===== config.mk =====
export PLATFORM = sky130hd
export DESIGN_NAME = tcc_timer
export DESIGN_NICKNAME = d
export VERILOG_FILES = /design/src/shared/tcc_pkg.sv /design/src/design/tcc_timer.sv
export SDC_FILE = /design/constraint.sdc
export NUM_CORES = 1
export LEC_CHECK = 0
export CORE_MARGIN = 5
export CORE_UTILIZATION = 40
export DETAILED_ROUTE_END_ITERATION = 12
export DONT_BUFFER_PORTS = 1
export PLACE_DENSITY_LB_ADDON = 0.12
export SLEW_MARGIN = 20
export SYNTH_ARGS = -nofsm -noshare
export SYNTH_HDL_FRONTEND = slang
export SYNTH_SLANG_ARGS = --single-unit

===== constraint.sdc =====
create_clock -name ref_clk -period 3.1 [get_ports ref_clk]
set_input_delay 0.31 -clock ref_clk [delete_from_list [all_inputs] [get_ports ref_clk]]
set_output_delay 0.31 -clock ref_clk [all_outputs]
set_load 0.01 [all_outputs]

===== src/shared/tcc_pkg.sv =====
// constants, types and behaviour notes for the timer clock/compare/capture
// Notes on behaviour
// [RULE_01] source code 0 fast, 1 slow, 3 event
// [RULE_02] event pin never driven as port output
// [RULE_03] internal divide by two to the code
// [RULE_04] gate enable passes count clock when set
// [RULE_05] stop counter before changing clock settings
// [RULE_06] per-register mode bit: comparator or capture
// [RULE_07] count equals A: event, flag, irq
// [RULE_08] count equals B: event, flag, clear counter
// [RULE_09] compare fires after value plus one clocks
// [RULE_10] PWM needs both registers in comparator mode
// [RULE_11] buffer mode matches shadows, reload on B
// [RULE_12] space compare writes one count clock apart
// [RULE_13] edge selector: none, rise, fall, both
// [RULE_14] selected edge captures count, sets flag
// [RULE_15] capture while flag set sets overwrite
// [RULE_16] software clears capture flag after reading
// [RULE_17] trigger phases longer than source period
// [RULE_18] comparator mode ignores capture edges
// [RULE_19] capture mode produces no compare events
// [RULE_20] software reads capture value twice
// [RULE_21] 16-bit up counter, software clearable
// [RULE_22] all causes share one interrupt line
// [RULE_23] event clock synchronised, one count per rise
package tcc_pkg;

  localparam int CNT_W = 16;
  localparam int PRE_W = 15;

  localparam logic [1:0] SRC_FAST  = 2'h0;
  localparam logic [1:0] SRC_SLOW  = 2'h1;
  localparam logic [1:0] SRC_EVENT = 2'h3;

  localparam logic [3:0] DIV_FAST_MAX = 4'hE;
  localparam logic [3:0] DIV_SLOW_MAX = 4'h8;

  localparam logic [1:0] EDGE_RISE = 2'h1;
  localparam logic [1:0] EDGE_FALL = 2'h2;

  localparam int FLG_CMP_A = 0;
  localparam int FLG_CMP_B = 1;
  localparam int FLG_CAP_A = 2;
  localparam int FLG_CAP_B = 3;
  localparam int FLG_OVW_A = 4;
  localparam int FLG_OVW_B = 5;
  localparam int FLG_W     = 6;

  localparam logic [CNT_W-1:0] CNT_RESET = 16'h0000;
  localparam logic [FLG_W-1:0] FLG_RESET = 6'h00;

  typedef struct packed {
    logic [1:0] clock_source_select;
    logic [3:0] clock_divide_select;
    logic       count_clock_gate_enable;
    logic       run;
    logic       reg_a_mode_select;
    logic       reg_b_mode_select;
    logic       compare_buffer_enable;
    logic [1:0] capture_a_edge_select;
    logic [1:0] capture_b_edge_select;
  } tcc_cfg_t;

  typedef struct packed {
    logic             we;
    logic [CNT_W-1:0] data;
  } tcc_wr_t;

endpackage


===== src/design/tcc_timer.sv =====
// count clock controller and compare/capture pair of a 16-bit timer
`timescale 1ns/10ps

// ==========================================================
// two-flop synchroniser
module tcc_sync #(parameter int W = 1) (
  input  wire logic         ref_clk, // timer clock
  input  wire logic         reset,   // sync reset
  input  wire logic [W-1:0] d,       // asynchronous inputs
  output logic      [W-1:0] q        // synchronised
);
  logic [W-1:0] meta_reg;
  always_ff @(posedge ref_clk) begin
    if (reset) begin
      meta_reg <= '0;
      q        <= '0;
    end else begin
      meta_reg <= d;
      q        <= meta_reg;
    end
  end
endmodule

// ==========================================================
module tcc_timer (
  input  wire logic                     ref_clk,        // 20 MHz clock
  input  wire logic                     reset,          // sync, high
  input  wire tcc_pkg::tcc_cfg_t        cfg,            // control bits
  input  wire logic                     counter_clear,  // clear pulse
  input  wire tcc_pkg::tcc_wr_t         wr_a,           // compare A write
  input  wire tcc_pkg::tcc_wr_t         wr_b,           // compare B write
  input  wire logic [5:0]               flag_clear,     // write-1 clear
  input  wire logic [5:0]               irq_enable,     // cause enables
  input  wire logic                     fast_oscillator,      // pin
  input  wire logic                     slow_oscillator,      // pin
  input  wire logic                     event_clock_in,       // pin
  input  wire logic                     capture_a_trigger_in, // pin
  input  wire logic                     capture_b_trigger_in, // pin
  output logic [tcc_pkg::CNT_W-1:0]     count_value,    // counter
  output logic [tcc_pkg::CNT_W-1:0]     reg_a_value,    // cmp/cap A
  output logic [tcc_pkg::CNT_W-1:0]     reg_b_value,    // cmp/cap B
  output logic [5:0]                    flags,          // sticky causes
  output logic                          compare_a_event, // pulse
  output logic                          compare_b_event, // pulse
  output logic                          irq_req         // shared irq
);
  import tcc_pkg::*;

  // ==========================================================
  // input synchronisation and edge detection
  logic [4:0] pin_sync;
  logic [4:0] pin_prev_reg;
  logic [4:0] pin_rise;
  logic [4:0] pin_fall;

  tcc_sync #(.W(5)) u_sync (
    .ref_clk (ref_clk),
    .reset   (reset),
    .d       ({capture_b_trigger_in, capture_a_trigger_in,
               event_clock_in, slow_oscillator, fast_oscillator}),
    .q       (pin_sync)
  );

  always_ff @(posedge ref_clk) begin
    if (reset) pin_prev_reg <= '0;
    else       pin_prev_reg <= pin_sync;
  end

  assign pin_rise = pin_sync & ~pin_prev_reg; // see [RULE_23]
  assign pin_fall = ~pin_sync & pin_prev_reg;

  // ==========================================================
  // clock source, divider and gate
  // oscillators are sampled, so they must run well below ref_clk / 2
  logic             int_tick;
  logic             div_legal;
  logic [PRE_W-1:0] pre_reg;
  logic [PRE_W-1:0] div_mask;
  logic             div_tick;
  logic             sel_tick;
  logic             counting;
  logic             count_tick;

  assign int_tick = (cfg.clock_source_select == SRC_FAST) ? pin_rise[0]
                  : (cfg.clock_source_select == SRC_SLOW) ? pin_rise[1]
                  : 1'b0;

  // reserved codes stop the count clock
  assign div_legal =
    (cfg.clock_source_select == SRC_FAST &&
     cfg.clock_divide_select <= DIV_FAST_MAX) ||
    (cfg.clock_source_select == SRC_SLOW &&
     cfg.clock_divide_select <= DIV_SLOW_MAX);        // see [RULE_03]

  always_ff @(posedge ref_clk) begin
    if (reset)         pre_reg <= '0;
    else if (int_tick) pre_reg <= pre_reg + 1'b1;
  end

  assign div_mask = (PRE_W'(1) << cfg.clock_divide_select) - 1'b1;
  assign div_tick = int_tick && div_legal &&
                    ((pre_reg & div_mask) == div_mask);  // see [RULE_03]

  assign sel_tick = (cfg.clock_source_select == SRC_EVENT) ? pin_rise[2]
                  : div_tick;                            // see [RULE_01]
  assign counting   = cfg.run && cfg.count_clock_gate_enable;
  assign count_tick = counting && sel_tick;              // see [RULE_04]

  // ==========================================================
  // compare
  logic [CNT_W-1:0] cnt_reg;
  logic [CNT_W-1:0] cc_a_reg;
  logic [CNT_W-1:0] cc_b_reg;
  logic [CNT_W-1:0] buf_a_reg;
  logic [CNT_W-1:0] buf_b_reg;
  logic [CNT_W-1:0] eff_a;
  logic [CNT_W-1:0] eff_b;
  logic             hit_a;
  logic             hit_b;

  assign eff_a = cfg.compare_buffer_enable ? buf_a_reg : cc_a_reg;
  assign eff_b = cfg.compare_buffer_enable ? buf_b_reg : cc_b_reg;
  // see [RULE_06] [RULE_19]
  assign hit_a = count_tick && !cfg.reg_a_mode_select && cnt_reg == eff_a;
  assign hit_b = count_tick && !cfg.reg_b_mode_select && cnt_reg == eff_b;

  always_ff @(posedge ref_clk) begin
    if (reset)              cnt_reg <= CNT_RESET;
    else if (counter_clear) cnt_reg <= CNT_RESET;    // see [RULE_21]
    else if (hit_b)         cnt_reg <= CNT_RESET;    // see [RULE_08]
    else if (count_tick)    cnt_reg <= cnt_reg + 1'b1; // see [RULE_09]
  end

  // buffers follow the written values at each B match
  always_ff @(posedge ref_clk) begin
    if (reset) begin
      buf_a_reg <= CNT_RESET;
      buf_b_reg <= CNT_RESET;
    end else if (hit_b) begin
      buf_a_reg <= cc_a_reg;                         // see [RULE_11]
      buf_b_reg <= cc_b_reg;
    end
  end

  always_ff @(posedge ref_clk) begin
    if (reset) begin
      compare_a_event <= 1'b0;
      compare_b_event <= 1'b0;
    end else begin
      compare_a_event <= hit_a;                      // see [RULE_07]
      compare_b_event <= hit_b;                      // see [RULE_08]
    end
  end

  // ==========================================================
  // capture
  logic cap_a;
  logic cap_b;

  function automatic logic edge_hit(input logic [1:0] sel,
                                    input logic rise,
                                    input logic fall);
    edge_hit = (sel[0] && rise) || (sel[1] && fall); // see [RULE_13]
  endfunction

  // see [RULE_14] [RULE_18]
  assign cap_a = cfg.reg_a_mode_select && counting &&
                 edge_hit(cfg.capture_a_edge_select, pin_rise[3], pin_fall[3]);
  assign cap_b = cfg.reg_b_mode_select && counting &&
                 edge_hit(cfg.capture_b_edge_select, pin_rise[4], pin_fall[4]);

  // capture beats a software write landing on the same edge
  always_ff @(posedge ref_clk) begin
    if (reset) begin
      cc_a_reg <= CNT_RESET;
      cc_b_reg <= CNT_RESET;
    end else begin
      if (cap_a)         cc_a_reg <= cnt_reg;        // see [RULE_14]
      else if (wr_a.we)  cc_a_reg <= wr_a.data;
      if (cap_b)         cc_b_reg <= cnt_reg;
      else if (wr_b.we)  cc_b_reg <= wr_b.data;
    end
  end

  // ==========================================================
  // flags and shared interrupt
  logic [FLG_W-1:0] flg_reg;
  logic [FLG_W-1:0] flg_set;

  always_comb begin
    flg_set            = '0;
    flg_set[FLG_CMP_A] = hit_a;
    flg_set[FLG_CMP_B] = hit_b;
    flg_set[FLG_CAP_A] = cap_a;
    flg_set[FLG_CAP_B] = cap_b;
    flg_set[FLG_OVW_A] = cap_a && flg_reg[FLG_CAP_A]; // see [RULE_15]
    flg_set[FLG_OVW_B] = cap_b && flg_reg[FLG_CAP_B];
  end

  // set wins over a clear in the same cycle
  always_ff @(posedge ref_clk) begin
    if (reset) flg_reg <= FLG_RESET;
    else       flg_reg <= (flg_reg & ~flag_clear) | flg_set;
  end

  assign irq_req     = |(flg_reg & irq_enable);      // see [RULE_22]
  assign flags       = flg_reg;
  assign count_value = cnt_reg;
  assign reg_a_value = cc_a_reg;
  assign reg_b_value = cc_b_reg;

  // ==========================================================
  // assertions
  property p_src_reserved;
    @(posedge ref_clk) disable iff (reset)
      cfg.clock_source_select == 2'h2 |-> !count_tick;
  endproperty
  a_src_reserved: assert property (p_src_reserved) // see [RULE_01]
    else $error("count tick from reserved source");
  property p_div_reserved;
    @(posedge ref_clk) disable iff (reset)
      (cfg.clock_divide_select == 4'hF ||
       (cfg.clock_source_select == SRC_SLOW &&
        cfg.clock_divide_select > DIV_SLOW_MAX)) |-> !div_tick;
  endproperty
  a_div_reserved: assert property (p_div_reserved) // see [RULE_03]
    else $error("divider ticks on reserved code");

  property p_gate;
    @(posedge ref_clk) disable iff (reset)
      !cfg.count_clock_gate_enable && !counter_clear |=> $stable(cnt_reg);
  endproperty
  a_gate: assert property (p_gate) // see [RULE_04]
    else $error("counter moved with gate closed");
  property p_cmp_a;
    @(posedge ref_clk) disable iff (reset)
      hit_a |=> compare_a_event && flg_reg[FLG_CMP_A];
  endproperty
  a_cmp_a: assert property (p_cmp_a) // see [RULE_07]
    else $error("compare A match not reported");
  property p_cmp_b;
    @(posedge ref_clk) disable iff (reset)
      count_tick && !cfg.reg_b_mode_select && cnt_reg == eff_b
      |=> compare_b_event && cnt_reg == 16'h0000 && flg_reg[FLG_CMP_B];
  endproperty
  a_cmp_b: assert property (p_cmp_b) // see [RULE_08]
    else $error("compare B did not clear counter");

  property p_buf;
    @(posedge ref_clk) disable iff (reset)
      hit_b |=> buf_a_reg == $past(cc_a_reg) && buf_b_reg == $past(cc_b_reg);
  endproperty
  a_buf: assert property (p_buf) // see [RULE_11]
    else $error("buffers not reloaded on compare B");
  property p_capture;
    @(posedge ref_clk) disable iff (reset)
      cap_a |=> cc_a_reg == $past(cnt_reg) && flg_reg[FLG_CAP_A];
  endproperty
  a_capture: assert property (p_capture) // see [RULE_14]
    else $error("capture A lost the count");

  property p_ovw;
    @(posedge ref_clk) disable iff (reset)
      cap_b && flg_reg[FLG_CAP_B] |=> flg_reg[FLG_OVW_B];
  endproperty
  a_ovw: assert property (p_ovw) // see [RULE_15]
    else $error("overwrite B not flagged");
  property p_no_cap;
    @(posedge ref_clk) disable iff (reset)
      !cfg.reg_a_mode_select && !wr_a.we |=> $stable(cc_a_reg);
  endproperty
  a_no_cap: assert property (p_no_cap) // see [RULE_18]
    else $error("capture in comparator mode");

  property p_no_cmp;
    @(posedge ref_clk) disable iff (reset)
      cfg.reg_a_mode_select && $past(cfg.reg_a_mode_select)
      |-> !compare_a_event;
  endproperty
  a_no_cmp: assert property (p_no_cmp) // see [RULE_19]
    else $error("compare event in capture mode");

  property p_irq;
    @(posedge ref_clk) disable iff (reset)
      hit_a && irq_enable[FLG_CMP_A] && !reset |=> irq_req;
  endproperty
  a_irq: assert property (p_irq) // see [RULE_22]
    else $error("enabled cause raised no request");

  c_cmp_b: cover property (@(posedge ref_clk) disable iff (reset)
    compare_b_event);
  c_cap_a: cover property (@(posedge ref_clk) disable iff (reset)
    cap_a);
  c_ovw_b: cover property (@(posedge ref_clk) disable iff (reset)
    flg_set[FLG_OVW_B]);
  c_event_clk: cover property (@(posedge ref_clk) disable iff (reset)
    count_tick && cfg.clock_source_select == SRC_EVENT);

endmodule


== Word-level counts from Yosys, hierarchy flattened ==
Index checks and enable logic that the tools add are counted.

* Bits of input ports: 69
* Bits in registers: 118
* Logic and storage cells: 71
* Output and inout port bits: 57

* Magnitude comparators: 2
* Muxes and demuxes: 9
* Bitwise logic cells: 9
* Shift operators: 1
* Add/sub/neg operators: 3
* Equal/unequal tests: 5
* Reductions and logical operators: 30

{| class="wikitable"
|+ Operators with widths
! operator !! count
|-
| 16-bit 2-to-1 mux || 6
|-
| 16-bit == test || 2
|-
| 1-bit logical AND || 20
|-
| 16-bit by 1-bit adder with 16-bit output, second input constant || 1
|-
| 15-bit by 1-bit adder with 15-bit output, second input constant || 1
|-
| 15-bit bitwise AND || 1
|-
| 15-bit == test || 1
|-
| 1-bit by 4-bit << shifter with 15-bit output, first input constant || 1
|-
| 15-bit by 1-bit subtractor with 15-bit output, second input constant || 1
|-
| 6-bit bitwise AND || 2
|-
| 5-bit bitwise AND || 2
|-
| 5-bit NOT || 2
|-
| 4-bit less-or-equal comparator, second input constant || 2
|-
| 6-bit NOT || 1
|-
| 6-bit bitwise OR || 1
|-
| 6-bit OR reduction || 1
|-
| 2-bit nonzero test || 2
|-
| 1-bit logical OR || 3
|-
| 1-bit 2-to-1 mux || 3
|-
| 3-bit OR reduction || 1
|-
| 2-bit by 1-bit == test with 1-bit output, second input constant || 1
|-
| 2-bit == test, second input constant || 1
|-
| 1-bit zero test || 2
|-
| 2-bit zero test || 1
|}

== Depth between registers and ports, before layout ==
* Word-level depth: 11
* Mapped depth: 16
* Mapped depth without buffers: 10

== Modules after synthesis ==
Synthesis repeated with hierarchy kept, for this count alone.

* Cells, all modules: 733
* Area total of the unflattened synthesis: 6496.2 µm²

{| class="wikitable"
|+ By module, submodules not included
! module !! area an instance (µm²) !! cells an instance !! sequential area each (µm²) !! times used
|-
| tcc_timer || 6233.5 || 713 || 2162.1 || 1
|-
| tcc_sync || 262.8 || 20 || 200.2 || 1
|}

== Worst setup path after synthesis ==
OpenSTA, ideal clock, no wires.

* Kind: input port to flip-flop
* From: in cfg[10] (netlist name)
* To: reg buf_a_reg[0]
* Path slack: -0.038 ns
* Arrival time: 3.076 ns
* Stages: 15
* Required time: 3.038 ns
* Cells stage by stage: clkbuf_1 > buf_2 > nor4_1 > inv_1 > ha_1 > buf_2 > nor3b_1 > a32oi_1 > o22ai_1 > nor4_4 > nand3_2 > buf_6 > buf_2 > or4b_1 > nand3_1

* Longest elaborated chain between the ends: 9

{| class="wikitable"
|+ RTL lines
! element !! RTL line !! text
|-
| start, declared || tcc_timer.sv:28 || <nowiki>input wire tcc_pkg::tcc_cfg_t cfg,</nowiki>
|-
| 1-bit by 4-bit << shifter with 15-bit output, or another cell as far along || tcc_timer.sv:100 || <nowiki>assign div_mask = (PRE_W'(1) << cfg.clock_divide_select) - 1'b1;</nowiki>
|-
| 15-bit by 1-bit subtractor with 15-bit output, or another cell as far along || tcc_timer.sv:100 ||
|-
| 15-bit bitwise AND / 1-bit logical OR (equally long branches) || tcc_timer.sv:102, tcc_timer.sv:91 ||
|-
| 15-bit == test / 1-bit logical AND (equally long branches) || tcc_timer.sv:102, tcc_timer.sv:101 ||
|-
| 1-bit logical AND (*) || tcc_timer.sv:101 || <nowiki>assign div_tick = int_tick && div_legal &&</nowiki>
|-
| 1-bit 2-to-1 mux (*) || tcc_timer.sv:104 || <nowiki>assign sel_tick = (cfg.clock_source_select == SRC_EVENT) ? pin_rise[2]</nowiki>
|-
| 1-bit logical AND (*) || tcc_timer.sv:107 || <nowiki>assign count_tick = counting && sel_tick;</nowiki>
|-
| 1-bit logical AND (*) (2 in series) || tcc_timer.sv:125 || <nowiki>assign hit_b = count_tick && !cfg.reg_b_mode_select && cnt_reg == eff_b;</nowiki>
|-
| end signal, assigned || tcc_timer.sv:140 || <nowiki>buf_a_reg <= cc_a_reg;</nowiki>
|-
| end, declared || tcc_timer.sv:114 || <nowiki>logic [CNT_W-1:0] buf_a_reg;</nowiki>
|}

Every way passes the cells marked *; elsewhere a longest branch is shown, timed or not.
A chain may end at the register's enable or synchronous reset.

== Worst setup path in the final report ==
* From: reg cc_b_reg[3], in the netlist reg_b_value[3]
* To: reg buf_b_reg[11]

* Longest elaborated chain between the ends: 3

{| class="wikitable"
|+ RTL lines
! element !! RTL line !! text
|-
| start, declared || tcc_timer.sv:113 || <nowiki>logic [CNT_W-1:0] cc_b_reg;</nowiki>
|-
| start signal, assigned || tcc_timer.sv:180 || <nowiki>if (cap_b) cc_b_reg <= cnt_reg;</nowiki>
|-
| start signal, assigned || tcc_timer.sv:181 || <nowiki>else if (wr_b.we) cc_b_reg <= wr_b.data;</nowiki>
|-
| 16-bit 2-to-1 mux || tcc_timer.sv:122 || <nowiki>assign eff_b = cfg.compare_buffer_enable ? buf_b_reg : cc_b_reg;</nowiki>
|-
| 16-bit == test || tcc_timer.sv:125 ||
|-
| 1-bit logical AND || tcc_timer.sv:125 ||
|-
| end signal, assigned || tcc_timer.sv:141 || <nowiki>buf_b_reg <= cc_b_reg;</nowiki>
|-
| end, declared || tcc_timer.sv:115 || <nowiki>logic [CNT_W-1:0] buf_b_reg;</nowiki>
|}

Every way passes these cells.

==> impl_metrics.env <==
export IMPL_crit_chain="mux2i_1 > xnor2_1 > nor4_1 > and4_4 > nand2_4 > or4b_1 > nand3_1"
export IMPL_synth_top_cells_by_count="118 x dfxtp_1, 82 x nand3_1, 67 x nor2_1"
export IMPL_clockBufferDepth=2
export IMPL_crit_reg2reg_launch="reg_b_value[3]"
export IMPL_pin_count=126
export IMPL_whs_ps=15.7
export IMPL_ys_flop_type="dfxtp_1"
export IMPL_max_slew_margin=0.504
export IMPL_yosysTopAreaCell="dfxtp_1"
export IMPL_cts_resized=0
export IMPL_wl_per_cell_um=21.8
export IMPL_yosysUniqueCellTypes=61
export IMPL_grt_usage=0.219
export IMPL_drive_gt1_frac=0.0887
export IMPL_areaGrowthSynthToFinish_pct=10.1
export IMPL_clkSinkCount=118
export IMPL_pre_cts_slack_ps=160
export IMPL_postLayoutCoreUtil=0.447
export IMPL_fp_dieW_um=145
export IMPL_syn_nets=958
export IMPL_synthesis_area_um2=7290
export IMPL_htree_levels=4
export IMPL_crit_slowest_cell="or4b_1"
export IMPL_hold_depth=1
export IMPL_status="finished, final reports clean"
export IMPL_final_max_slew_viol_count=0
export IMPL_tritoncts="done"
export IMPL_cp_max_fo=70
export IMPL_synthArstFlopShare=0
export IMPL_fin_crit_sh=0.872
export IMPL_min_path_type="in2reg"
export IMPL_grt_pass1_vias=6475
export IMPL_die_h_um=145
export IMPL_clock_latency_ps=420
export IMPL_ys_ff_latch=118
export IMPL_wl_um=23600
export IMPL_fin_ws_ps=398
export IMPL_cp_end_kind="flop"
export IMPL_r2r_end="buf_b_reg[11]"
export IMPL_postSynthAreaPerCell_um2=8.23
export IMPL_core_area_um2=18000
export IMPL_skew_ps=9.55
export IMPL_syn_inst=886
export IMPL_die_area_um2=21000
export IMPL_drtPass1Iterations=7
export IMPL_r2r_setup_slack_ps=400
export IMPL_cts_buffers=17
export IMPL_num_vias=6662
export IMPL_place_hpwl_um=15600
export IMPL_synth_area_leaders="dfxtp_1 32%, mux2i_1 9.1%, nand3_1 5.6%, nor2b_1 4.5%, or4b_1 4.4%"
export IMPL_power_leakage_nw=2.89
export IMPL_post_cts_buffers=0
export IMPL_setup_violations_final=0
export IMPL_crit_type="reg2reg"
export IMPL_critPathRequiredTime_ps=3450
export IMPL_maxCapViolCount=0
export IMPL_grt_max_degree=104
export IMPL_fmaxAchievable_mhz=370
export IMPL_drt_initial_drc_count=452
export IMPL_port_buffers=0
export IMPL_antenna_cells=0
export IMPL_worstSetupStartpointType="flop"
export IMPL_synth_top_cell_area_share=0.324
export IMPL_vias_per_cell=6.13
export IMPL_grt_pass1_wl_um=37500
export IMPL_synth_edf_count=0
export IMPL_power_mw=3.82
export IMPL_yosysWarnings=0
export IMPL_yosys_cell_count_top_type="dfxtp_1"
export IMPL_min_from="event_clock_in"
export IMPL_tightest_slew_ps=745
export IMPL_root_buffer="clkbuf_16"
export IMPL_initial_core_util=0.406
export IMPL_place_gp_congestion=0.854
export IMPL_antenna_left=0
export IMPL_cp_data_arrival_time_ps=3050
export IMPL_fin_tns_setup_ps=0
export IMPL_final_nets=916
export IMPL_power_density_nw_per_um2=476
export IMPL_critPathMaxStageDelay_ps=650
export IMPL_period_needed_ps=2700
export IMPL_rsz0062_at_grt="false"
export IMPL_hold_viol=0
export IMPL_ys_seq_area_frac=0.324
export IMPL_ir_worst_vdd_uv=509
export IMPL_num_rows=49
export IMPL_drcViolationCount=0
export IMPL_grt_antenna_before_repair=0
export IMPL_cts_clk_slew_worst_paths_ps=60
export IMPL_reg2reg_depth=7
export IMPL_worstHoldEndpoint="u_sync.meta_reg[2]"
export IMPL_gr_total_overflow=0
[per-stage QoR]
stage                     std cells  area (um^2)
after CTS                      1086         8030
after global placement         1052         7420
after detailed placement       1052         7420
final                          1086         8030
after floorplan                 886         7330
after global routing           1086         8030
[worst max-delay path by stage]
stage / startpoint / slack, ps / to / depth (start not counted)
after floorplan: cfg[10] / 20 / buf_a_reg[0] / 15
after global placement: cfg[9] / 220 / flags[0] / 11
after detailed placement: cfg[9] / 160 / count_value[1] / 11
after CTS: reg_b_value[3] / 470 / buf_a_reg[7] / 7
after global routing: reg_b_value[3] / 250 / buf_b_reg[11] / 7
final: reg_b_value[3] / 400 / buf_b_reg[11] / 7
[cell families (layout without fill, tap and decap cells)]
| group | count (synthesis) | after routing | synth area share |
|---|---|---|---|
| mux | 66 | 66 | 0.0906 |
| flops | 118 | 118 | 0.324 |
| compound gates | 151 | 151 | 0.142 |
| xor+xnor | 47 | 47 | 0.0564 |
| simple gates | 395 | 395 | 0.319 |
| fa+ha+maj | 3 | 3 | 0.00515 |
| buf+inv | 106 | 77 | 0.0630 |
[area by class of cell]
type | count | area (um^2)
flip-flops and latches | 118 | 2360
clock buffers | 17 | 425
multi-input cells | 662 | 4490
repair buffers | 30 | 260
well taps | 229 | 287
clock inverters | 15 | 143
inverters | 15 | 56.3
fillers | 1778 | 9940
[metal layers]
metal  routed length, um  vias to the layer above  global-route usage
met1               10200                     3184               0.287
li1                    -                     3169                   -
met4                 605                        0              0.0791
met3                2300                       46              0.0767
met5                   0                        -                   0
met2               10500                      263               0.336
[placed cells by master (no fill, tap or decap), types with 4 or more instances in the layout]
cell,instances
nand2b_1,5
a31oi_1,5
inv_6,6
o211ai_1,5
and4_1,5
nor2b_1,53
a41o_1,4
nor2_1,67
o2111ai_1,7
clkinvlp_4,4
dfxtp_1,118
mux2i_1,66
inv_1,15
nand2_1,24
xnor2_1,35
and3_1,5
nor3_1,40
o21ai_0,11
a211oi_1,32
clkbuf_16,17
nand4_1,21
a21oi_1,56
buf_4,27
or4b_1,32
nor4_1,5
xor2_1,12
a2111o_1,5
nand3b_1,35
nand3_1,82
[power breakdown]
part / switching [mW] / internal [mW] / total (mW)
clock network: 0.814 / 1.12 / 1.93
registers: 0.0585 / 1.55 / 1.61
logic: 0.161 / 0.117 / 0.278
[worst max-delay path, delay by kind of cell (launching register included)]
kind	cells	cell delay [ps]
simple gates	5	1800
flops	1	460
mux	1	160
xor+xnor	1	150
[repair_timing]
| item | in CTS | in global routing |
|---|---|---|
| hold buffers | 2 | 0 |
| setup endpoints to repair | 0 | 0 |
| endpoints found under the hold margin | 68 | 0 |
No activity file was read; power rests on OpenSTA's default activity.
